<file path="src/logic/eeprom_defs.svh">
`ifndef EEPROM_DEFS_SVH
`define EEPROM_DEFS_SVH

// ==========================================
// Timing
`define CLK_MHZ 40
`define EE_SK_HALF_NS 500
`define EE_SK_HALF_CYC ((`EE_SK_HALF_NS * `CLK_MHZ + 999) / 1000)
`define EE_TIMEOUT_MS 10
`define EE_TIMEOUT_CYC (`EE_TIMEOUT_MS * `CLK_MHZ * 1000)

// ==========================================
// Register offsets
`define REG_CMD_OFF 8'hB0
`define REG_DATA_OFF 8'hB4
`define REG_STS_OFF 8'hB8
`define REG_IEN_OFF 8'hBC
`define REG_ICLR_OFF 8'hC0

// ==========================================
// Fields and reset values
`define CMD_BUSY_BIT 31
`define CMD_OP_HI 30
`define CMD_OP_LO 28
`define CMD_ADDR_HI 7
`define CMD_BUSY_RST 1'b1
`define CMD_OP_RST 3'h0
`define STS_DONE_BIT 0
`define STS_TMO_BIT 1
`define STS_LOAD_BIT 2
`define STS_W 3
`define LOAD_LAST 3'h6
`define SIG_RST 8'hA5

// ==========================================
// Serial frame encoding
`define MW_START 1'b1
`define MW_OP_READ 2'h2
`define MW_OP_WRITE 2'h1
`define MW_OP_ERASE 2'h3
`define MW_OP_EXT 2'h0
`define MW_EXT_EWDS 8'h00
`define MW_EXT_WRAL 8'h40
`define MW_EXT_ERAL 8'h80
`define MW_EXT_EWEN 8'hC0
`define MW_HDR_BITS 5'h0B
`define MW_FULL_BITS 5'h13

`endif

</file>
<file path="src/logic/eeprom_pkg.sv">
package eeprom_pkg;

    typedef enum logic [2:0] {
        OP_READ = 3'h0,
        OP_EWDS = 3'h1,
        OP_EWEN = 3'h2,
        OP_WRITE = 3'h3,
        OP_WRAL = 3'h4,
        OP_ERASE = 3'h5,
        OP_ERAL = 3'h6,
        OP_RELOAD = 3'h7
    } op_t;

    typedef enum logic [2:0] {
        CTL_IDLE = 3'b001,
        CTL_RUN = 3'b010,
        CTL_LOAD = 3'b100
    } ctl_state_t;

    typedef enum logic [3:0] {
        ENG_IDLE = 4'b0001,
        ENG_SHIFT = 4'b0010,
        ENG_GAP = 4'b0100,
        ENG_WAIT = 4'b1000
    } eng_state_t;

endpackage

</file>
<file path="src/logic/eeprom_serial_engine.sv">
`timescale 1ns/1ps
`include "eeprom_defs.svh"
module eeprom_serial_engine
    import eeprom_pkg::*;
#(
    parameter int HALF_CYC = `EE_SK_HALF_CYC,
    parameter int TIMEOUT_CYC = `EE_TIMEOUT_CYC
) (
    input wire logic clk,
    input wire logic rst,
    input wire logic start,
    input wire logic [18:0] tx_word,
    input wire logic [4:0] tx_bits,
    input wire logic wait_rdy,
    input wire logic di,
    output logic cs,
    output logic sk,
    output logic dout,
    output logic done,
    output logic timed_out,
    output logic [7:0] rx_byte
);
    localparam int DW = $clog2(HALF_CYC + 1);
    localparam int TW = $clog2(TIMEOUT_CYC + 1);

    eng_state_t state_ff;
    logic [DW-1:0] div_ff;
    logic [TW-1:0] to_ff;
    logic [4:0] bit_ff;
    logic [18:0] sh_ff;
    logic wait_ff;
    logic tick;
    logic to_hit;

    assign tick = div_ff == DW'(HALF_CYC - 1);
    assign to_hit = to_ff == TW'(TIMEOUT_CYC - 1);

    // ==========================================
    // Divider: one enable per half serial clock
    always_ff @(posedge clk) begin
        if (rst || state_ff == ENG_IDLE || tick) begin
            div_ff <= '0;
        end else begin
            div_ff <= div_ff + DW'(1);
        end
    end

    // ==========================================
    // Frame sequencer
    always_ff @(posedge clk) begin
        done <= 1'b0;
        timed_out <= 1'b0;
        if (rst) begin
            state_ff <= ENG_IDLE;
            cs <= 1'b0;
            sk <= 1'b0;
            dout <= 1'b0;
            bit_ff <= 5'h00;
            sh_ff <= 19'h0_0000;
            wait_ff <= 1'b0;
            to_ff <= '0;
            rx_byte <= 8'h00;
        end else begin
            case (state_ff)
                ENG_IDLE: begin
                    if (start) begin
                        cs <= 1'b1;
                        sh_ff <= tx_word;
                        bit_ff <= tx_bits;
                        wait_ff <= wait_rdy;
                        dout <= tx_word[18];
                        state_ff <= ENG_SHIFT;
                    end
                end
                ENG_SHIFT: begin
                    if (tick && !sk) begin
                        sk <= 1'b1;
                    end else if (tick) begin
                        // Sample late in the high phase: pin sync delay
                        sk <= 1'b0;
                        rx_byte <= {rx_byte[6:0], di};
                        sh_ff <= {sh_ff[17:0], 1'b0};
                        dout <= sh_ff[17];
                        bit_ff <= bit_ff - 5'h01;
                        if (bit_ff == 5'h01) begin
                            cs <= 1'b0;
                            dout <= 1'b0;
                            state_ff <= ENG_GAP;
                        end
                    end
                end
                ENG_GAP: begin
                    if (tick && wait_ff) begin
                        cs <= 1'b1;
                        to_ff <= '0;
                        state_ff <= ENG_WAIT;
                    end else if (tick) begin
                        done <= 1'b1;
                        state_ff <= ENG_IDLE;
                    end
                end
                ENG_WAIT: begin
                    // Missing part never raises ready
                    if (di || to_hit) begin
                        cs <= 1'b0;
                        done <= 1'b1;
                        timed_out <= !di;
                        state_ff <= ENG_IDLE;
                    end else begin
                        to_ff <= to_ff + TW'(1);
                    end
                end
                default: state_ff <= ENG_IDLE;
            endcase
        end
    end
endmodule // eeprom_serial_engine

</file>
<file path="src/logic/eeprom_command_control.sv">
`timescale 1ns/1ps
`include "eeprom_defs.svh"
module eeprom_command_control
    import eeprom_pkg::*;
#(
    parameter int TIMEOUT_CYC = `EE_TIMEOUT_CYC,
    parameter int HALF_CYC = `EE_SK_HALF_CYC,
    parameter logic [7:0] SIGNATURE = `SIG_RST
) (
    input wire logic CLOCK,
    input wire logic RST,
    input wire logic [7:0] ADDR,
    input wire logic [31:0] WDATA,
    input wire logic WR,
    input wire logic RD,
    output logic [31:0] RDATA,
    output logic IRQ,
    output logic EE_CS,
    output logic EE_CLK,
    output logic EE_DO,
    input wire logic EE_DI,
    output logic [47:0] MAC_ADDR,
    output logic MAC_VALID
);

    // ==========================================
    // State
    ctl_state_t state_ff;
    op_t op_ff;
    logic busy_ff;
    logic go_ff;
    logic [7:0] addr_ff;
    logic [7:0] data_ff;
    logic [2:0] idx_ff;
    logic [`STS_W-1:0] sts_ff;
    logic [`STS_W-1:0] ien_ff;
    logic irq_ff;
    logic [31:0] rdata_ff;
    logic [7:0] mac_ff [0:5];
    logic mac_valid_ff;
    logic di_s1_ff;
    logic di_s2_ff;
    logic di_s3_ff;
    logic di_ff;

    // ==========================================
    // Register decode
    logic sel_cmd;
    logic sel_data;
    logic sel_sts;
    logic sel_ien;
    logic sel_clr;
    logic wr_cmd;
    logic start_cmd;
    logic wr_data;
    logic [2:0] start_op;
    logic [31:0] rd_mux;

    assign sel_cmd = ADDR == `REG_CMD_OFF;
    assign sel_data = ADDR == `REG_DATA_OFF;
    assign sel_sts = ADDR == `REG_STS_OFF;
    assign sel_ien = ADDR == `REG_IEN_OFF;
    assign sel_clr = ADDR == `REG_ICLR_OFF;
    assign wr_cmd = WR && sel_cmd;
    assign start_cmd = wr_cmd && WDATA[`CMD_BUSY_BIT] && !busy_ff;
    // Data is frozen during an operation
    assign wr_data = WR && sel_data && !busy_ff;
    assign start_op = WDATA[`CMD_OP_HI:`CMD_OP_LO];

    assign rd_mux = sel_cmd ? {busy_ff, op_ff, 20'h0_0000, addr_ff} :
                    sel_data ? {24'h00_0000, data_ff} :
                    sel_sts ? {29'h0000_0000, sts_ff} :
                    sel_ien ? {29'h0000_0000, ien_ff} :
                    32'h0000_0000;

    // ==========================================
    // Serial engine link
    logic eng_done;
    logic eng_timeout;
    logic [7:0] eng_rx;
    logic [18:0] tx_word;
    logic [4:0] tx_bits;
    logic tx_wait;
    op_t eff_op;
    logic [7:0] eff_addr;

    assign eff_op = (state_ff == CTL_LOAD) ? OP_READ : op_ff;
    assign eff_addr = (state_ff == CTL_LOAD) ? {5'h00, idx_ff} : addr_ff;

    always_comb begin
        tx_word = {`MW_START, `MW_OP_EXT, `MW_EXT_EWDS, 8'h00};
        tx_bits = `MW_HDR_BITS;
        tx_wait = 1'b0;
        case (eff_op)
            OP_READ: begin
                tx_word = {`MW_START, `MW_OP_READ, eff_addr, 8'h00};
                tx_bits = `MW_FULL_BITS;
            end
            OP_EWDS: begin
                tx_word = {`MW_START, `MW_OP_EXT, `MW_EXT_EWDS, 8'h00};
            end
            OP_EWEN: begin
                tx_word = {`MW_START, `MW_OP_EXT, `MW_EXT_EWEN, 8'h00};
            end
            OP_WRITE: begin
                tx_word = {`MW_START, `MW_OP_WRITE, eff_addr, data_ff};
                tx_bits = `MW_FULL_BITS;
                tx_wait = 1'b1;
            end
            OP_WRAL: begin
                tx_word = {`MW_START, `MW_OP_EXT, `MW_EXT_WRAL, data_ff};
                tx_bits = `MW_FULL_BITS;
                tx_wait = 1'b1;
            end
            OP_ERASE: begin
                tx_word = {`MW_START, `MW_OP_ERASE, eff_addr, 8'h00};
                tx_wait = 1'b1;
            end
            OP_ERAL: begin
                tx_word = {`MW_START, `MW_OP_EXT, `MW_EXT_ERAL, 8'h00};
                tx_wait = 1'b1;
            end
            default: begin
                tx_word = {`MW_START, `MW_OP_EXT, `MW_EXT_EWDS, 8'h00};
            end
        endcase
    end

    eeprom_serial_engine #(
        .HALF_CYC(HALF_CYC),
        .TIMEOUT_CYC(TIMEOUT_CYC)
    ) u_engine (
        .clk(CLOCK),
        .rst(RST),
        .start(go_ff),
        .tx_word(tx_word),
        .tx_bits(tx_bits),
        .wait_rdy(tx_wait),
        .di(di_ff),
        .cs(EE_CS),
        .sk(EE_CLK),
        .dout(EE_DO),
        .done(eng_done),
        .timed_out(eng_timeout),
        .rx_byte(eng_rx)
    );

    // ==========================================
    // Data-in pin synchroniser
    always_ff @(posedge CLOCK) begin
        if (RST) begin
            di_s1_ff <= 1'b0;
            di_s2_ff <= 1'b0;
            di_s3_ff <= 1'b0;
            di_ff <= 1'b0;
        end else begin
            di_s1_ff <= EE_DI;
            di_s2_ff <= di_s1_ff;
            di_s3_ff <= di_s2_ff;
            if (di_s2_ff == di_s3_ff) begin
                di_ff <= di_s3_ff;
            end
        end
    end

    // ==========================================
    // Operation sequencing
    logic run_done;
    logic load_bad_sig;
    logic load_end;
    logic load_next;

    assign run_done = state_ff == CTL_RUN && eng_done;
    assign load_bad_sig = idx_ff == 3'h0 && eng_rx != SIGNATURE;
    // Failed load still ends the access
    assign load_end = state_ff == CTL_LOAD && eng_done &&
                      (load_bad_sig || idx_ff == `LOAD_LAST);
    assign load_next = state_ff == CTL_LOAD && eng_done && !load_end;

    always_ff @(posedge CLOCK) begin
        if (RST) begin
            state_ff <= CTL_LOAD;
            busy_ff <= `CMD_BUSY_RST;
            go_ff <= 1'b1;
            idx_ff <= 3'h0;
        end else begin
            go_ff <= start_cmd || load_next;
            if (start_cmd) begin
                busy_ff <= 1'b1;
                idx_ff <= 3'h0;
                state_ff <= (op_t'(start_op) == OP_RELOAD) ? CTL_LOAD
                                                           : CTL_RUN;
            end else if (run_done || load_end) begin
                // Timed-out writes end here too
                busy_ff <= 1'b0;
                state_ff <= CTL_IDLE;
            end else if (load_next) begin
                idx_ff <= idx_ff + 3'h1;
            end
        end
    end

    always_ff @(posedge CLOCK) begin
        if (RST) begin
            op_ff <= op_t'(`CMD_OP_RST);
            addr_ff <= 8'h00;
        end else if (start_cmd) begin
            op_ff <= op_t'(start_op);
            addr_ff <= WDATA[`CMD_ADDR_HI:0];
        end
    end

    always_ff @(posedge CLOCK) begin
        if (RST) begin
            data_ff <= 8'h00;
        end else if (run_done && op_ff == OP_READ) begin
            data_ff <= eng_rx;
        end else if (wr_data) begin
            data_ff <= WDATA[7:0];
        end
    end

    // ==========================================
    // Station address store
    genvar gi;
    generate
        for (gi = 0; gi < 6; gi++) begin : g_mac
            always_ff @(posedge CLOCK) begin
                if (RST) begin
                    mac_ff[gi] <= 8'h00;
                end else if (load_end || load_next) begin
                    if (idx_ff == 3'(gi + 1)) begin
                        mac_ff[gi] <= eng_rx;
                    end
                end
            end
        end
    endgenerate

    always_ff @(posedge CLOCK) begin
        if (RST) begin
            mac_valid_ff <= 1'b0;
        end else if (start_cmd && op_t'(start_op) == OP_RELOAD) begin
            mac_valid_ff <= 1'b0;
        end else if (load_end) begin
            mac_valid_ff <= !load_bad_sig;
        end
    end

    // ==========================================
    // Events and interrupt
    logic [`STS_W-1:0] sts_set;
    logic [`STS_W-1:0] sts_clr;
    logic [`STS_W-1:0] nxt_sts;

    assign sts_set = {load_end, run_done && eng_timeout, run_done};
    assign sts_clr = (WR && sel_clr) ? WDATA[`STS_W-1:0] : '0;
    // Set wins over a clear in the same cycle
    assign nxt_sts = (sts_ff & ~sts_clr) | sts_set;

    always_ff @(posedge CLOCK) begin
        if (RST) begin
            sts_ff <= '0;
            ien_ff <= '0;
            irq_ff <= 1'b0;
        end else begin
            sts_ff <= nxt_sts;
            irq_ff <= |(nxt_sts & ien_ff);
            if (WR && sel_ien) begin
                ien_ff <= WDATA[`STS_W-1:0];
            end
        end
    end

    always_ff @(posedge CLOCK) begin
        if (RST) begin
            rdata_ff <= 32'h0000_0000;
        end else begin
            rdata_ff <= RD ? rd_mux : 32'h0000_0000;
        end
    end

    assign RDATA = rdata_ff;
    assign IRQ = irq_ff;
    assign MAC_VALID = mac_valid_ff;
    assign MAC_ADDR = {mac_ff[5], mac_ff[4], mac_ff[3],
                       mac_ff[2], mac_ff[1], mac_ff[0]};
endmodule // eeprom_command_control

</file>
<file path="config.mk">
export PLATFORM = sky130hd
export DESIGN_NAME = eeprom_command_control
export DESIGN_NICKNAME = d
export VERILOG_FILES = /design/src/logic/eeprom_pkg.sv /design/src/logic/eeprom_serial_engine.sv /design/src/logic/eeprom_command_control.sv
export VERILOG_INCLUDE_DIRS = /design/src /design/src/logic
export SDC_FILE = /design/constraint.sdc
export NUM_CORES = 1
export LEC_CHECK = 0
export BUFFER_PORTS_ARGS = -buffer_cell sky130_fd_sc_hd__buf_2
export CORE_ASPECT_RATIO = 0.6
export CORE_MARGIN = 10
export CORE_UTILIZATION = 56
export CTS_CLUSTER_DIAMETER = 120
export DETAILED_ROUTE_END_ITERATION = 16
export PLACE_DENSITY_LB_ADDON = 0.12
export SKIP_CTS_REPAIR_TIMING = 1
export SYNTH_ARGS = -nofsm -noshare
export SYNTH_HDL_FRONTEND = slang
export SYNTH_SLANG_ARGS = --single-unit
</file>
<file path="constraint.sdc">
create_clock -name CLOCK -period 3 [get_ports CLOCK]
set_clock_uncertainty 0.15 [all_clocks]
set_input_delay 0.6 -clock CLOCK [delete_from_list [all_inputs] [get_ports CLOCK]]
set_output_delay 0.6 -clock CLOCK [all_outputs]
set_load 0.005 [all_outputs]
</file>
======== Yosys cells after proc, flatten, opt, wreduce, memory -nomap -nowiden ========
Memory sizes are Yosys's and may differ from the RTL's.
Index checks and enable logic that the tools add are counted.
word-level totals
  register bits ........................... 136
  memories ................................ 1
  bits in latches ......................... 0
  RAM bits ................................ 48
  bits in read-only memories .............. 0
memory list
  name    words  width  rd ports  clocked after memory_dff  wr ports  RTL line                      text
  mac_ff  6      8      6         0                         6         eeprom_command_control.sv:39  logic [7:0] mac_ff [0:5];
operators by class
  multiplexer cells ....................... 84
  magnitude comparators ................... 0
  multiply operators ...................... 0
  divide/modulo/power cells ............... 0
  shift operators ......................... 0
  $add $sub $neg .......................... 4
  bitwise logic cells ..................... 15
  reduce and logical (&&, ||, !) cells .... 54
  eq/ne operators ......................... 36
operators by type and width
  cell                   count
  $pmux 18 s6            1
  $mux 8                 10
  $mux 18                3
  $mux 1                 42
  $eq 8x8->1 const B     5
  $mux 19                2
  $pmux 19 s2            1
  $pmux 18 s2            1
  $mux 32                1
  $mux 4                 7
  $eq 3x3->1 const B     8
  $mux 3                 7
  $mux 5                 4
  $add 19x1->19 const B  1
  $eq 19x19->1 const B   1
  $logic_and 1x1->1      17
  $pmux 4 s4             1
  $eq 3x2->1 const B     5
  $pmux 5 s2             1
  $reduce_bool 2->1      5
  $logic_not 3->1        3
  $reduce_or 3->1        3
  $ne 2x1->1 const B     4
  $ne 8x8->1 const B     1
  other kinds (31)       59

======== Logic depth before layout (Yosys ltp) ========
Gate-level depths: netlist of the first run.
  depth after elaboration ................. 11
  depth in mapped cells ................... 8
  gate-level depth less buffers ........... 7

======== By module ========
From an unflattened synthesis of the first run, not the netlist that was laid out.
unflattened totals
  cells, all modules ...................... 796
  area, all modules ....................... 7632.3 sq um
by module, submodules not included
  module                  sequential area each (sq um)  cells each  times used  area an instance (sq um)
  eeprom_command_control  2462.4                        426         1           4558.1
  eeprom_serial_engine    1301.2                        370         1           3074.2

======== Worst setup path before layout of the first run ========
Ideal clock, no wire load.
  kind .................................... in2reg
  from .................................... in ADDR[1]
  to ...................................... reg data_ff[6]
  data required time ...................... 2759 ps
  library setup time ...................... 91 ps
  cell stages on the path ................. 6
  data arrival time ....................... 2111 ps
  slack ................................... 648 ps
  cells stage by stage .................... nor3b_1 > nand2_1 > o41ai_2 > buf_2 > nor2_1 > a311oi_1
on the way
  word-level cells in the longest chain between the ends .. 4
RTL lines
  element                          RTL line                       text
  start, declared                  eeprom_command_control.sv:12   input wire logic [7:0] ADDR,
  $eq 8x8->1 (no line)             n/a
  $logic_and 1x1->1 (2 in series)  eeprom_command_control.sv:67   assign wr_data = WR && sel_data && !busy_ff;
  $reduce_bool 2->1 (no line)      n/a
  end signal, assigned             eeprom_command_control.sv:217  data_ff <= eng_rx;
  end signal, assigned             eeprom_command_control.sv:219  data_ff <= WDATA[7:0];
  end, declared                    eeprom_command_control.sv:33   logic [7:0] data_ff;
Every way passes these cells.
A chain may end at the register's enable or synchronous reset.

======== Worst setup path in the final report of the first run ========
  from .................................... reg u_engine.state_ff[0]
  to ...................................... reg u_engine.bit_ff[3]
on the way
  word-level cells in the longest chain between the ends .. 3
  elaborated cells on any way between the ends .. 8
  classes of those cells .................. 5 x eq/ne; 1 x mux; 2 x reduce/logical
RTL lines
  element                                          RTL line                    text
  start, declared                                  eeprom_serial_engine.sv:26  eng_state_t state_ff;
  start signal, assigned                           eeprom_serial_engine.sv:54  state_ff <= ENG_IDLE;
  start signal, assigned                           eeprom_serial_engine.sv:72  state_ff <= ENG_SHIFT;
  start signal, assigned                           eeprom_serial_engine.sv:88  state_ff <= ENG_GAP;
  $eq 4x2->1 / $eq 4x1->1 (equally long branches)  eeprom_serial_engine.sv:64  case (state_ff)
  $ne 2x1->1 (no line) (tied with other cells)     n/a
  $reduce_and 4->1 (no line)                       n/a
  end signal, assigned                             eeprom_serial_engine.sv:69  bit_ff <= tx_bits;
  end signal, assigned                             eeprom_serial_engine.sv:84  bit_ff <= bit_ff - 5'h01;
  end, declared                                    eeprom_serial_engine.sv:29  logic [4:0] bit_ff;
Several ways; a longest one is shown, not always the timed one.

==> results of run 1 <==
-- layer usage --
layer	up-vias	wire length, um	global-route usage
met3	24	1680	0.0567
met2	259	8370	0.309
met4	0	192	0.0507
li1	2880	-	-
met5	-	0	0
met1	2955	9360	0.298
-- cell usage after synthesis, types with 4 or more instances --
library cell | number | area [um^2]
sky130_fd_sc_hd__dfxtp_1 | 116 | 2320
sky130_fd_sc_hd__nand2_1 | 76 | 285
sky130_fd_sc_hd__nor2_1 | 74 | 278
sky130_fd_sc_hd__and2_1 | 54 | 338
sky130_fd_sc_hd__edfxtp_1 | 48 | 1440
sky130_fd_sc_hd__a21oi_1 | 42 | 210
sky130_fd_sc_hd__nand3_1 | 27 | 135
sky130_fd_sc_hd__clkbuf_1 | 26 | 97.6
sky130_fd_sc_hd__mux2i_1 | 26 | 260
sky130_fd_sc_hd__nor3_1 | 22 | 110
sky130_fd_sc_hd__buf_4 | 21 | 158
sky130_fd_sc_hd__inv_1 | 18 | 67.6
sky130_fd_sc_hd__nand2b_1 | 16 | 100
sky130_fd_sc_hd__o21ai_0 | 16 | 80.1
sky130_fd_sc_hd__o21ai_1 | 13 | 65.1
sky130_fd_sc_hd__or3_1 | 10 | 62.6
sky130_fd_sc_hd__a311oi_1 | 9 | 78.8
sky130_fd_sc_hd__ha_1 | 9 | 113
sky130_fd_sc_hd__a211oi_1 | 8 | 60.1
sky130_fd_sc_hd__a221oi_1 | 8 | 70.1
sky130_fd_sc_hd__a21oi_2 | 7 | 61.3
sky130_fd_sc_hd__buf_2 | 7 | 35.0
sky130_fd_sc_hd__nor3b_1 | 6 | 45.0
sky130_fd_sc_hd__a31oi_1 | 5 | 31.3
sky130_fd_sc_hd__nand4_1 | 5 | 31.3
sky130_fd_sc_hd__xor2_1 | 5 | 43.8
sky130_fd_sc_hd__a2111o_1 | 4 | 45.0
sky130_fd_sc_hd__a21o_1 | 4 | 30.0
sky130_fd_sc_hd__and3_1 | 4 | 25.0
sky130_fd_sc_hd__nor4bb_1 | 4 | 40.0
sky130_fd_sc_hd__o211ai_1 | 4 | 30.0
-- cell usage in the layout, fill, tap and decap left out, types with 7 or more instances in the layout --
cell type and n:
sky130_fd_sc_hd__and2_1 54, sky130_fd_sc_hd__dfxtp_1 116, sky130_fd_sc_hd__nand2_1 76, sky130_fd_sc_hd__clkbuf_16 18
sky130_fd_sc_hd__ha_1 9, sky130_fd_sc_hd__nor2_1 74, sky130_fd_sc_hd__o21ai_1 13, sky130_fd_sc_hd__a311oi_1 9
sky130_fd_sc_hd__or3_1 10, sky130_fd_sc_hd__nor3_1 22, sky130_fd_sc_hd__o21ai_0 16, sky130_fd_sc_hd__conb_1 20
sky130_fd_sc_hd__buf_4 20, sky130_fd_sc_hd__a221oi_1 8, sky130_fd_sc_hd__a211oi_1 8, sky130_fd_sc_hd__edfxtp_1 48
sky130_fd_sc_hd__nand3_1 27, sky130_fd_sc_hd__a21oi_1 42, sky130_fd_sc_hd__a21oi_2 7, sky130_fd_sc_hd__inv_1 19
sky130_fd_sc_hd__buf_2 89, sky130_fd_sc_hd__mux2i_1 26, sky130_fd_sc_hd__nand2b_1 16
-- flip-flops by register name, indices dropped and copies added (netlist names), 4 cells and up --
name / count
u_engine.state_ff: 4
RDATA: 12
u_engine.sh_ff: 18
u_engine.bit_ff: 5
data_ff: 8
mac_ff: 48
addr_ff: 8
u_engine.div_ff: 5
u_engine.rx_byte: 8
u_engine.to_ff: 19
-- layout make-up --
cell class | instances | area [um^2]
Timing Repair Buffer | 109 | 596
Inverter | 18 | 67.6
Fill cell | 1049 | 4370
Clock buffer | 20 | 478
Sequential cell | 164 | 3760
Tap cell | 170 | 213
Multi-Input combinational cell | 546 | 3350
Clock inverter | 12 | 95.1
-- worst reg2reg max path: cells and delay by family, from the launching register on --
kind               cells  cell delay (ns)
DFF                    1             0.52
AOI/OAI and AO/OA      3             0.93
and+or+nand+nor        2             0.96
-- worst max path at each step --
stage / cells past startpoint / to / slack, ns
final: 5 / u_engine.bit_ff[3] / 0.33
after global routing: 5 / u_engine.sh_ff[16] / 0.14
after CTS: 5 / u_engine.sh_ff[6] / 0.35
after detailed placement: 5 / u_engine.sh_ff[3] / 0.42
after global placement: 5 / u_engine.to_ff[18] / 0.53
after floorplan: 6 / data_ff[6] / 0.65
-- logic make-up (layout without fill, tap and decap cells) --
logic type	after synthesis	after routing	synth area share
muxes	26	26	0.0350
buffers and inverters	76	159	0.0544
DFF	164	164	0.505
adders and majority gates	9	9	0.0151
AOI/OAI and AO/OA	149	149	0.140
other	1	20	0.000504
and+or+nand+nor	334	334	0.240
xor gates and xnor gates	8	8	0.00941
-- per-stage QoR --
step	hold WS (ns)	util	total power [mW]	instance area [um^2]	setup slack (ns)
6_report	0.228	0.662	4.76	8570	0.327
5_1_grt	0.260	0.662	4.89	8570	0.138
4_1_cts	0.226	0.662	4.76	8570	0.349
3_5_place_dp	0.279	0.618	2.69	7990	0.420
3_3_place_gp	0.279	0.618	2.68	7990	0.534
2_1_floorplan	0.264	-	2.61	7520	0.648
-- power by group through the flow --
stage | sequential, mW | clock [mW] | combinational (mW)
finish | 2.37 | 2.11 | 0.282
CTS | 2.37 | 2.11 | 0.279
global route | 2.38 | 2.20 | 0.314
detailed placement | 2.42 | 0 | 0.275
global placement | 2.41 | 0 | 0.266
floorplan | 2.41 | 0 | 0.203
==> out/summary.txt, run 1 <==
WORST SETUP PATH
-----------------------------------------------------------------------------------------
Kind of launch point of the worst setup path ...............................         flop
Worst setup slack for register-to-register paths ...........................      0.33 ns
Type of the worst setup path ...............................................   reg -> reg
Worst path max stage delay .................................................      0.89 ns
Crit. End Element ..........................................................         flop
Critical R2R Launch ........................................................ u_engine.state_ff[0]
Required time worst endpoint ...............................................      3.16 ns
Arrival time of data at the critical path endpoint .........................      2.83 ns
Largest fanout of any net on the critical path .............................           10
Combined buffer and inverter count along the critical path .................            0
Reg2Reg Capture Point ...................................................... u_engine.bit_ff[3]
Setup crit start ........................................................... u_engine.state_ff[0]
Worst path top cell family by delay ........................................ simple AND/OR/NAND/NOR gates
Chain of cells forming the critical path ................................... nor4b_1 -> a32o_1 -> o31a_1 -> a21boi_0 -> nor3_1
Register-to-Register Path Depth ............................................            5
Slowest cell on crit path .................................................. sky130_fd_sc_hd__nor4b_1

TIMING
-----------------------------------------------------------------------------------------
Final Hold Fails ...........................................................            0
Slew Viols, Final ..........................................................            0
Min cycle time layout ......................................................      2.67 ns
Relative max-transition margin .............................................        0.296
Worst-Margin Slew ..........................................................      1.04 ns
Total of endpoints with negative setup slack in the final report ...........            0
Total Neg Setup Slack ......................................................         0 ns
Highest clock rate .........................................................      374 MHz
Unrepaired setup endpoints after global routing ............................        false
Ratio of final minimum period to clock period ..............................        0.891

POWER
-----------------------------------------------------------------------------------------
Net switching power figure .................................................      1.16 mW
Share of power burned in the clock network .................................        0.443
Power density relative to cell area ........................................  556 nW/um^2
Proportion of power drawn by flip-flops and latches ........................        0.498
Internal power component ...................................................      3.60 mW
Reported leakage power .....................................................      3.43 nW
Part of the total power dissipated in combinational logic ..................        0.059
Switching power share of the total .........................................        0.243
Largest voltage drop on the vdd net ........................................   0.000455 V

DETAILED ROUTING
-----------------------------------------------------------------------------------------
Antenna Nets Post-Route ....................................................            0
Wirelength, routed .........................................................     19600 um
Drc violations .............................................................            0
Initial detailed-routing violation count ...................................          546
Number of search-and-repair iterations in the first detailed-routing pass ..            5
Wirelength per Cell ........................................................      18.9 um
Per-cell via count in the routed design ....................................         5.89
Detailed-route via count ...................................................         6118

GLOBAL ROUTE
-----------------------------------------------------------------------------------------
Overall routing resource usage .............................................        0.209
Overflow left after global routing .........................................            0
Wire length of the first global-routing pass ...............................     31000 um
Via count of the first global-routing pass .................................         5866
Largest net degree at the start of global routing ..........................           36
Initial antenna violation count ............................................            0

FLOORPLAN
-----------------------------------------------------------------------------------------
Standard cell core area ....................................................   12900 um^2
Die X ......................................................................       169 um
Initial core utilization ...................................................        0.576
Cell row count .............................................................           32
Die area ...................................................................   18500 um^2
Top-Level Pins .............................................................          130
Die height .................................................................       109 um

CLOCK NETWORK
-----------------------------------------------------------------------------------------
Clock root cell ............................................................ sky130_fd_sc_hd__clkbuf_16
Number of clock sinks ......................................................          164
Maximum root-to-sink buffer count ..........................................            2
Number of clock buffers inserted by TritonCTS ..............................           17
Max H-tree Level ...........................................................            4
Clock latency of the later-clocked register in the worst-skew pair .........      0.43 ns
CTS tree ...................................................................        built
Reg clk slew, reported paths ...............................................      0.07 ns

FINISH
-----------------------------------------------------------------------------------------
Fraction of layout instances using a drive strength above 1 ................        0.189
Number of standard cells in the final layout excluding fillers .............         1039
# diodes ...................................................................            0
Net count of the finished layout ...........................................          910
Area growth from synthesis to layout .......................................        15.1%

HOLD PATH
-----------------------------------------------------------------------------------------
Path class of the lowest-slack min-delay path ..............................    in -> reg
Worst-case hold path end point .............................................     di_s1_ff
Worst hold stages ..........................................................            2
Hold Path Origin ...........................................................        EE_DI

PLACEMENT
-----------------------------------------------------------------------------------------
Cell count after placement .................................................         1007
Port Buffer Count ..........................................................           89
Half-perimeter wire length of the detailed placement result ................     14100 um
Weighted congestion at the end of routability-driven global placement ......        0.854

LOGIC SYNTHESIS
-----------------------------------------------------------------------------------------
Cell area after synthesis ..................................................    7450 um^2
Avg Cell Area, Syn .........................................................    9.71 um^2
Fraction of the yosys area taken by sequential cells .......................        0.505
Proportion of register bits with asynchronous set or reset after synthesis .            0
Number of different library cells in the post-synthesis netlist ............           76
Number of enable flip-flop cells after synthesis ...........................           48
Top flip-flop cell by instance count after synthesis ....................... sky130_fd_sc_hd__dfxtp_1
Count of mapped cells out of synthesis .....................................          767
Number of warning messages in the yosys log ................................            0
Yosys reg bits .............................................................          164

JOB
-----------------------------------------------------------------------------------------
Max-cap violation count ....................................................            0

OUTCOME
-----------------------------------------------------------------------------------------
Run status ................................................................. complete, no violations

Power figures use the tool's default switching activity.
==> run 2, diff against run 1 <==
Settings changed: ABC_AREA set to 1.
==> run 2 against run 1 <==
First-iteration DRC count grew 27%. Utilization down 0.37 points. Worst setup slack better by 0.12 ns. Sequential share of layout area is 0.38 points higher. Critical path depth is 4 higher.
==> out/summary.txt, run 2 <==
FLOORPLAN
-----------------------------------------------------------------------------------------
Initial core utilization ...................................................        0.574
Cell row count .............................................................           32
Die area ...................................................................   18400 um^2
Top-Level Pins .............................................................          130
Die height .................................................................       109 um
Die X ......................................................................       168 um
Standard cell core area ....................................................   12900 um^2

GLOBAL ROUTE
-----------------------------------------------------------------------------------------
Layer carrying the most global-route usage .................................         met1
Met3 Use GR ................................................................       0.0593
Via count of the first global-routing pass .................................         5900
Initial antenna violation count ............................................            0
Met2 layer usage reported by global route ..................................        0.280
Largest net degree at the start of global routing ..........................           39
Overall routing resource usage .............................................        0.206
Wire length of the first global-routing pass ...............................     30500 um
M1 GR Usage ................................................................        0.306
Overflow left after global routing .........................................            0

FINISH
-----------------------------------------------------------------------------------------
# diodes ...................................................................            0
Most frequent cells in the layout .......................................... sky130_fd_sc_hd__nor2_1 (137), sky130_fd_sc_hd__nand2_1 (136), sky130_fd_sc_hd__dfxtp_1 (116)
Max reg flops ..............................................................           48
Footprint of the multi-input gates .........................................    3050 um^2
Largest registers in the final layout ...................................... mac_ff: 48 flops, u_engine.to_ff: 19 flops, u_engine.sh_ff: 18 flops
FF/Latch Area ..............................................................    3760 um^2
Total of fill cells in the finished design .................................         1125
Most flops, register .......................................................       mac_ff
Net count of the finished layout ...........................................         1058
Final core utilization .....................................................        0.659
Fraction of layout instances using a drive strength above 1 ................        0.153
Area growth from synthesis to layout .......................................        14.8%
Commonest non-fill, non-tap cell in the layout ............................. sky130_fd_sc_hd__nor2_1

DETAILED ROUTING
-----------------------------------------------------------------------------------------
Antenna Nets Post-Route ....................................................            0
Drc violations .............................................................            0
Wirelength per Cell ........................................................      15.8 um
Number of search-and-repair iterations in the first detailed-routing pass ..            6
Wirelength, routed .........................................................     18800 um
Initial detailed-routing violation count ...................................          695
Detailed-route via count ...................................................         6504
Per-cell via count in the routed design ....................................         5.48

TIMING
-----------------------------------------------------------------------------------------
Ratio of final minimum period to clock period ..............................        0.850
Total Neg Setup Slack ......................................................         0 ns
Final Hold Fails ...........................................................            0
Total of endpoints with negative setup slack in the final report ...........            0
Min cycle time layout ......................................................      2.55 ns
Relative max-transition margin .............................................        0.393
Worst-Margin Slew ..........................................................     0.910 ns
Slew Viols, Final ..........................................................            0
Worst path setup slack after routing .......................................     0.451 ns
Unrepaired setup endpoints after global routing ............................        false
Highest clock rate .........................................................      392 MHz

WORST SETUP PATH
-----------------------------------------------------------------------------------------
Arrival time of data at the critical path endpoint .........................      2.70 ns
Kind of launch point of the worst setup path ...............................         flop
Required time worst endpoint ...............................................      3.15 ns
Type of the worst setup path ...............................................   reg -> reg
Largest fanout of any net on the critical path .............................           23
Crit. End Element ..........................................................         flop

PLACEMENT
-----------------------------------------------------------------------------------------
Port Buffer Count ..........................................................           89
Setup slack at placement ...................................................     0.494 ns
Half-perimeter wire length of the detailed placement result ................     13500 um
Weighted congestion at the end of routability-driven global placement ......        0.927

LOGIC SYNTHESIS
-----------------------------------------------------------------------------------------
Cell area after synthesis ..................................................    7400 um^2
Fraction of the yosys area taken by sequential cells .......................        0.509
Top flip-flop cell by instance count after synthesis ....................... sky130_fd_sc_hd__dfxtp_1
Yosys reg bits .............................................................          164
Area share of the leading cell type in the synthesized netlist .............        0.314
Proportion of register bits with asynchronous set or reset after synthesis .            0
Ranking of synthesized cells by instance count ............................. sky130_fd_sc_hd__nor2_1 (137), sky130_fd_sc_hd__nand2_1 (136), sky130_fd_sc_hd__dfxtp_1 (116)
Number of warning messages in the yosys log ................................            0
Top-count cell post-synth .................................................. sky130_fd_sc_hd__nor2_1
Biggest area contributors in the synthesized netlist ....................... sky130_fd_sc_hd__dfxtp_1 (31%), sky130_fd_sc_hd__edfxtp_1 (19%), sky130_fd_sc_hd__nor2_1 (7.0%)
Number of different library cells in the post-synthesis netlist ............           40
Dominant cell type by area after synthesis ................................. sky130_fd_sc_hd__dfxtp_1
Number of enable flip-flop cells after synthesis ...........................           48
Count of mapped cells out of synthesis .....................................          914
Avg Cell Area, Syn .........................................................    8.09 um^2

POWER
-----------------------------------------------------------------------------------------
Proportion of power drawn by flip-flops and latches ........................        0.495
Internal power component ...................................................      3.59 mW
Power density relative to cell area ........................................  569 nW/um^2
Reported leakage power .....................................................      3.44 nW
Largest voltage drop on the vdd net ........................................   0.000401 V
Part of the total power dissipated in combinational logic ..................        0.065
Net switching power figure .................................................      1.25 mW
Sum of internal, switching and leakage power ...............................      4.83 mW
Share of power burned in the clock network .................................        0.440
Switching power share of the total .........................................        0.258

CLOCK NETWORK
-----------------------------------------------------------------------------------------
Number of clock buffers inserted by TritonCTS ..............................           17
Number of clock sinks ......................................................          164
Reg clk slew, reported paths ...............................................      0.07 ns
Max H-tree Level ...........................................................            4
Maximum root-to-sink buffer count ..........................................            2
Clock latency of the later-clocked register in the worst-skew pair .........      0.42 ns
CTS tree ...................................................................        built
Clock root cell ............................................................ sky130_fd_sc_hd__clkbuf_16

HOLD PATH
-----------------------------------------------------------------------------------------
Path class of the lowest-slack min-delay path ..............................    in -> reg

OUTCOME
-----------------------------------------------------------------------------------------
Run status ................................................................. complete, no violations

JOB
-----------------------------------------------------------------------------------------
Max-cap violation count ....................................................            0

run 2: cell count changes after synthesis, moves of 26 or more:
cell / before / now
sky130_fd_sc_hd__a21oi_1: 42 / 92
sky130_fd_sc_hd__and2_1: 54 / 0
sky130_fd_sc_hd__inv_1: 18 / 80
sky130_fd_sc_hd__mux2i_1: 26 / 0
sky130_fd_sc_hd__nand2_1: 76 / 136
sky130_fd_sc_hd__nand3_1: 27 / 66
sky130_fd_sc_hd__nor2_1: 74 / 137
sky130_fd_sc_hd__o21ai_0: 16 / 81
run 2: path summary, 6_finish.rpt:
| check | startpoint | to | slack (ns) | cells after the start |
|---|---|---|---|---|
| setup / recovery | u_engine.div_ff[0] | u_engine.sh_ff[10] | 0.45 | 9 |
| hold reg to reg | di_s1_ff | di_s2_ff | 0.25 | 2 |
| setup reg to reg | u_engine.div_ff[0] | u_engine.sh_ff[10] | 0.45 | 9 |
| hold / removal | EE_DI | di_s1_ff | 0.23 | 3 |
run 2: cells by family (layout without fill, tap and decap cells):
kind of cell    count (synthesis)  after routing  synth area share
compound gates                198            198             0.141
xor+xnor                       13             13            0.0154
fa+ha+maj                       9              9            0.0152
buf+inv                       141            225            0.0883
flops                         164            164             0.509
other cells                     1             20          0.000507
simple gates                  388            388             0.231
run 2: per-stage QoR:
stage,instances,instance area [um^2],hold slack [ns]
2_1_floorplan,933,7470,0.238
3_3_place_gp,1155,7910,0.245
3_5_place_dp,1155,7910,0.246
4_1_cts,1187,8490,0.217
5_1_grt,1187,8490,0.234
6_report,1187,8490,0.228
run 2: metal layers:
layer  routed length (um)  vias to the layer above  part of all wire
met5                    0                        -                 0
met4                  180                        0            0.0096
met3                 1870                       21             0.099
met2                 7300                      272              0.39
met1                 9430                     3007              0.50
li1                     -                     3204                 -
run 2: final cells by class:
cell class	count	area share
clock buffer	17	0.0501
clock inverter	15	0.0186
inverter	92	0.0407
multi-input combinational	628	0.359
sequential	164	0.443
tap	170	0.0250
timing repair buffer	101	0.0631
run 2: critical path: stages (launching register included):
cell and delay [ns]:
sky130_fd_sc_hd__dfxtp_1 0.33, sky130_fd_sc_hd__ha_1 0.23, sky130_fd_sc_hd__nand2_1 0.13, sky130_fd_sc_hd__nor2_4 0.08, sky130_fd_sc_hd__nand2_1 0.08, sky130_fd_sc_hd__nor2_2 0.04
sky130_fd_sc_hd__nor2_2 0.69, sky130_fd_sc_hd__inv_2 0.35, sky130_fd_sc_hd__o21ai_0 0.28, sky130_fd_sc_hd__a21oi_1 0.06
run 2: power groups by stage:
stage / clock, mW / sequential [mW] / combinational, mW
detailed placement: 0 / 2.44 / 0.308
CTS: 2.16 / 2.39 / 0.310
global placement: 0 / 2.44 / 0.304
global route: 2.25 / 2.40 / 0.355
floorplan: 0 / 2.44 / 0.219
finish: 2.13 / 2.39 / 0.312
==> run 3, diff against run 2 <==
Clock period 3 ns to 2.65 ns, I/O delays scaled along.
==> run 3 against run 2 <==
Global-route usage grew 0.070 points. Register-to-register slack lost 0.03 ns. Utilization grew 0.14 points. Sequential share of layout area shrank 0.091 points. First-iteration DRC count grew 0.14%. Combinational power grew 14%. Flip-flop and latch count is the same. Power grew 13%. Worst hold slack lost 0.078 ns. Routed wire length grew 2.2%. Cell count grew 0.25%. Die area is the same.
==> out/summary.txt, run 3 (same netlist as run 2, synthesis figures left out) <==
TIMING
----------------------------------------------------------------------------------------
Worst path setup slack after routing ......................................     0.422 ns
Ratio of final minimum period to clock period .............................        0.841
Min cycle time layout .....................................................      2.23 ns
Slew Viols, Final .........................................................            0
Worst-Margin Slew .........................................................     0.519 ns
Total Neg Setup Slack .....................................................         0 ns
Highest clock rate ........................................................      449 MHz
Final-layout worst hold slack .............................................     0.150 ns
Relative max-transition margin ............................................        0.653
Final Hold Fails ..........................................................            0
Unrepaired setup endpoints after global routing ...........................        false
Total of endpoints with negative setup slack in the final report ..........            0

CLOCK NETWORK
----------------------------------------------------------------------------------------
Clock root cell ........................................................... sky130_fd_sc_hd__clkbuf_16
Max H-tree Level ..........................................................            4
Reg clk slew, reported paths ..............................................      0.07 ns
Number of clock sinks .....................................................          164
Maximum root-to-sink buffer count .........................................            2
Clock latency of the later-clocked register in the worst-skew pair ........      0.43 ns
Number of clock buffers inserted by TritonCTS .............................           17
CTS tree ..................................................................        built

JOB
----------------------------------------------------------------------------------------
Max-cap violation count ...................................................            0

POWER
----------------------------------------------------------------------------------------
Net switching power figure ................................................      1.37 mW
Reported leakage power ....................................................      3.45 nW
Internal power component ..................................................      4.11 mW
Proportion of power drawn by flip-flops and latches .......................        0.495
Switching power share of the total ........................................        0.250
Part of the total power dissipated in combinational logic .................        0.065
Power density relative to cell area .......................................  644 nW/um^2
Share of power burned in the clock network ................................        0.440
Largest voltage drop on the vdd net .......................................   0.000436 V

WORST SETUP PATH
----------------------------------------------------------------------------------------
Crit. End Element .........................................................         flop
Combined buffer and inverter count along the critical path ................            3
Largest fanout of any net on the critical path ............................           11
Arrival time of data at the critical path endpoint ........................      2.39 ns
Type of the worst setup path ..............................................   reg -> reg
Kind of launch point of the worst setup path ..............................         flop
Worst path max stage delay ................................................      0.37 ns
Chain of cells forming the critical path .................................. nor2_1 -> nand2_1 -> inv_2 -> nand2_1 -> inv_2 -> nand2_1 -> nand2_1 -> o21ai_0 -> inv_1
Required time worst endpoint ..............................................      2.82 ns
CP most frequent cell ..................................................... sky130_fd_sc_hd__nand2_1
Worst path top cell family by delay ....................................... simple AND/OR/NAND/NOR gates
Slowest cell on crit path ................................................. sky130_fd_sc_hd__dfxtp_1

PLACEMENT
----------------------------------------------------------------------------------------
Weighted congestion at the end of routability-driven global placement .....        0.913
Setup slack at placement ..................................................     0.205 ns
Port Buffer Count .........................................................           89
Half-perimeter wire length of the detailed placement result ...............     13600 um

OUTCOME
----------------------------------------------------------------------------------------
Run status ................................................................ complete, no violations

FINISH
----------------------------------------------------------------------------------------
Most flops, register ......................................................       mac_ff
Area growth from synthesis to layout ......................................        15.0%
Net count of the finished layout ..........................................         1061
# diodes ..................................................................            0
Largest registers in the final layout ..................................... mac_ff: 48 flops, u_engine.to_ff: 19 flops, u_engine.sh_ff: 18 flops
Max reg flops .............................................................           48
Fraction of layout instances using a drive strength above 1 ...............        0.156
Most frequent cells in the layout ......................................... sky130_fd_sc_hd__nor2_1 (137), sky130_fd_sc_hd__nand2_1 (136), sky130_fd_sc_hd__dfxtp_1 (116)
Commonest non-fill, non-tap cell in the layout ............................ sky130_fd_sc_hd__nor2_1

DETAILED ROUTING
----------------------------------------------------------------------------------------
Drc violations ............................................................            0
Per-cell via count in the routed design ...................................         5.49
Detailed-route via count ..................................................         6537
Wirelength, routed ........................................................     19200 um
Wirelength per Cell .......................................................      16.1 um
Initial detailed-routing violation count ..................................          696
Number of search-and-repair iterations in the first detailed-routing pass .            6
Antenna Nets Post-Route ...................................................            0

FLOORPLAN
----------------------------------------------------------------------------------------
Cell row count ............................................................           32
Standard cell core area ...................................................   12900 um^2
Die height ................................................................       109 um
Top-Level Pins ............................................................          130
Initial core utilization ..................................................        0.574
Die area ..................................................................   18400 um^2
Die X .....................................................................       168 um

HOLD PATH
----------------------------------------------------------------------------------------
Path class of the lowest-slack min-delay path .............................    in -> reg

GLOBAL ROUTE
----------------------------------------------------------------------------------------
Wire length of the first global-routing pass ..............................     30600 um
Initial antenna violation count ...........................................            0
Via count of the first global-routing pass ................................         5911
Overall routing resource usage ............................................        0.206
Overflow left after global routing ........................................            0
Largest net degree at the start of global routing .........................           40

==> run 3: cell count changes in the layout (fill, tap and decap cells not counted), moves of 2 or more <==
cell                       change
sky130_fd_sc_hd__inv_8         -4
sky130_fd_sc_hd__clkinv_8      -2
sky130_fd_sc_hd__inv_6         -2
sky130_fd_sc_hd__buf_4         +3
sky130_fd_sc_hd__clkinv_4      +6
==> run 3: worst paths after layout <==
| check | startpoint | end | slack [ns] | depth (start not counted) |
|---|---|---|---|---|
| hold reg to reg | di_s1_ff | di_s2_ff | 0.26 | 2 |
| hold / removal | EE_DI | di_s1_ff | 0.15 | 3 |
| setup / recovery | state_ff[0] | state_ff[0] | 0.42 | 9 |
| setup reg to reg | state_ff[0] | state_ff[0] | 0.42 | 9 |
==> run 3: area by class of cell <==
cell class,instances,area (um^2)
clock buffer,17,425
clock inverter,15,148
fill,1081,4380
inverter,92,345
multi-input combinational,628,3060
sequential,164,3760
tap,170,213
timing repair buffer,104,558
==> run 3: per-stage QoR <==
step	util	instances	area (um^2)	power (mW)
floorplan	-	933	7470	3.01
CTS	0.660	1190	8510	5.49
global route	0.660	1190	8510	5.66
detailed placement	0.615	1158	7930	3.11
global placement	0.615	1158	7930	3.11
finish	0.660	1190	8510	5.48
==> run 3: metal layers <==
| metal | routed length (um) | GRT usage |
|---|---|---|
| met3 | 2080 | 0.0614 |
| met4 | 134 | 0.0446 |
| met5 | 0 | 0 |
| met1 | 9310 | 0.307 |
| met2 | 7660 | 0.287 |
==> run 3: power groups by stage <==
stage / clock network, mW / logic, mW / registers [mW]
2_1_floorplan: 0 / 0.248 / 2.76
3_3_place_gp: 0 / 0.346 / 2.77
3_5_place_dp: 0 / 0.349 / 2.76
4_1_cts: 2.43 / 0.353 / 2.71
5_1_grt: 2.53 / 0.403 / 2.72
6_report: 2.41 / 0.357 / 2.71
==> run 3: worst register-to-register path, delay by kind of cell (launching register included) <==
family / cells / cell delay, ns
AND/OR/NAND/NOR: 5 / 1.03
flip-flops: 1 / 0.37
buffers and inverters: 3 / 0.38
AO/OA/AOI/OAI: 1 / 0.19
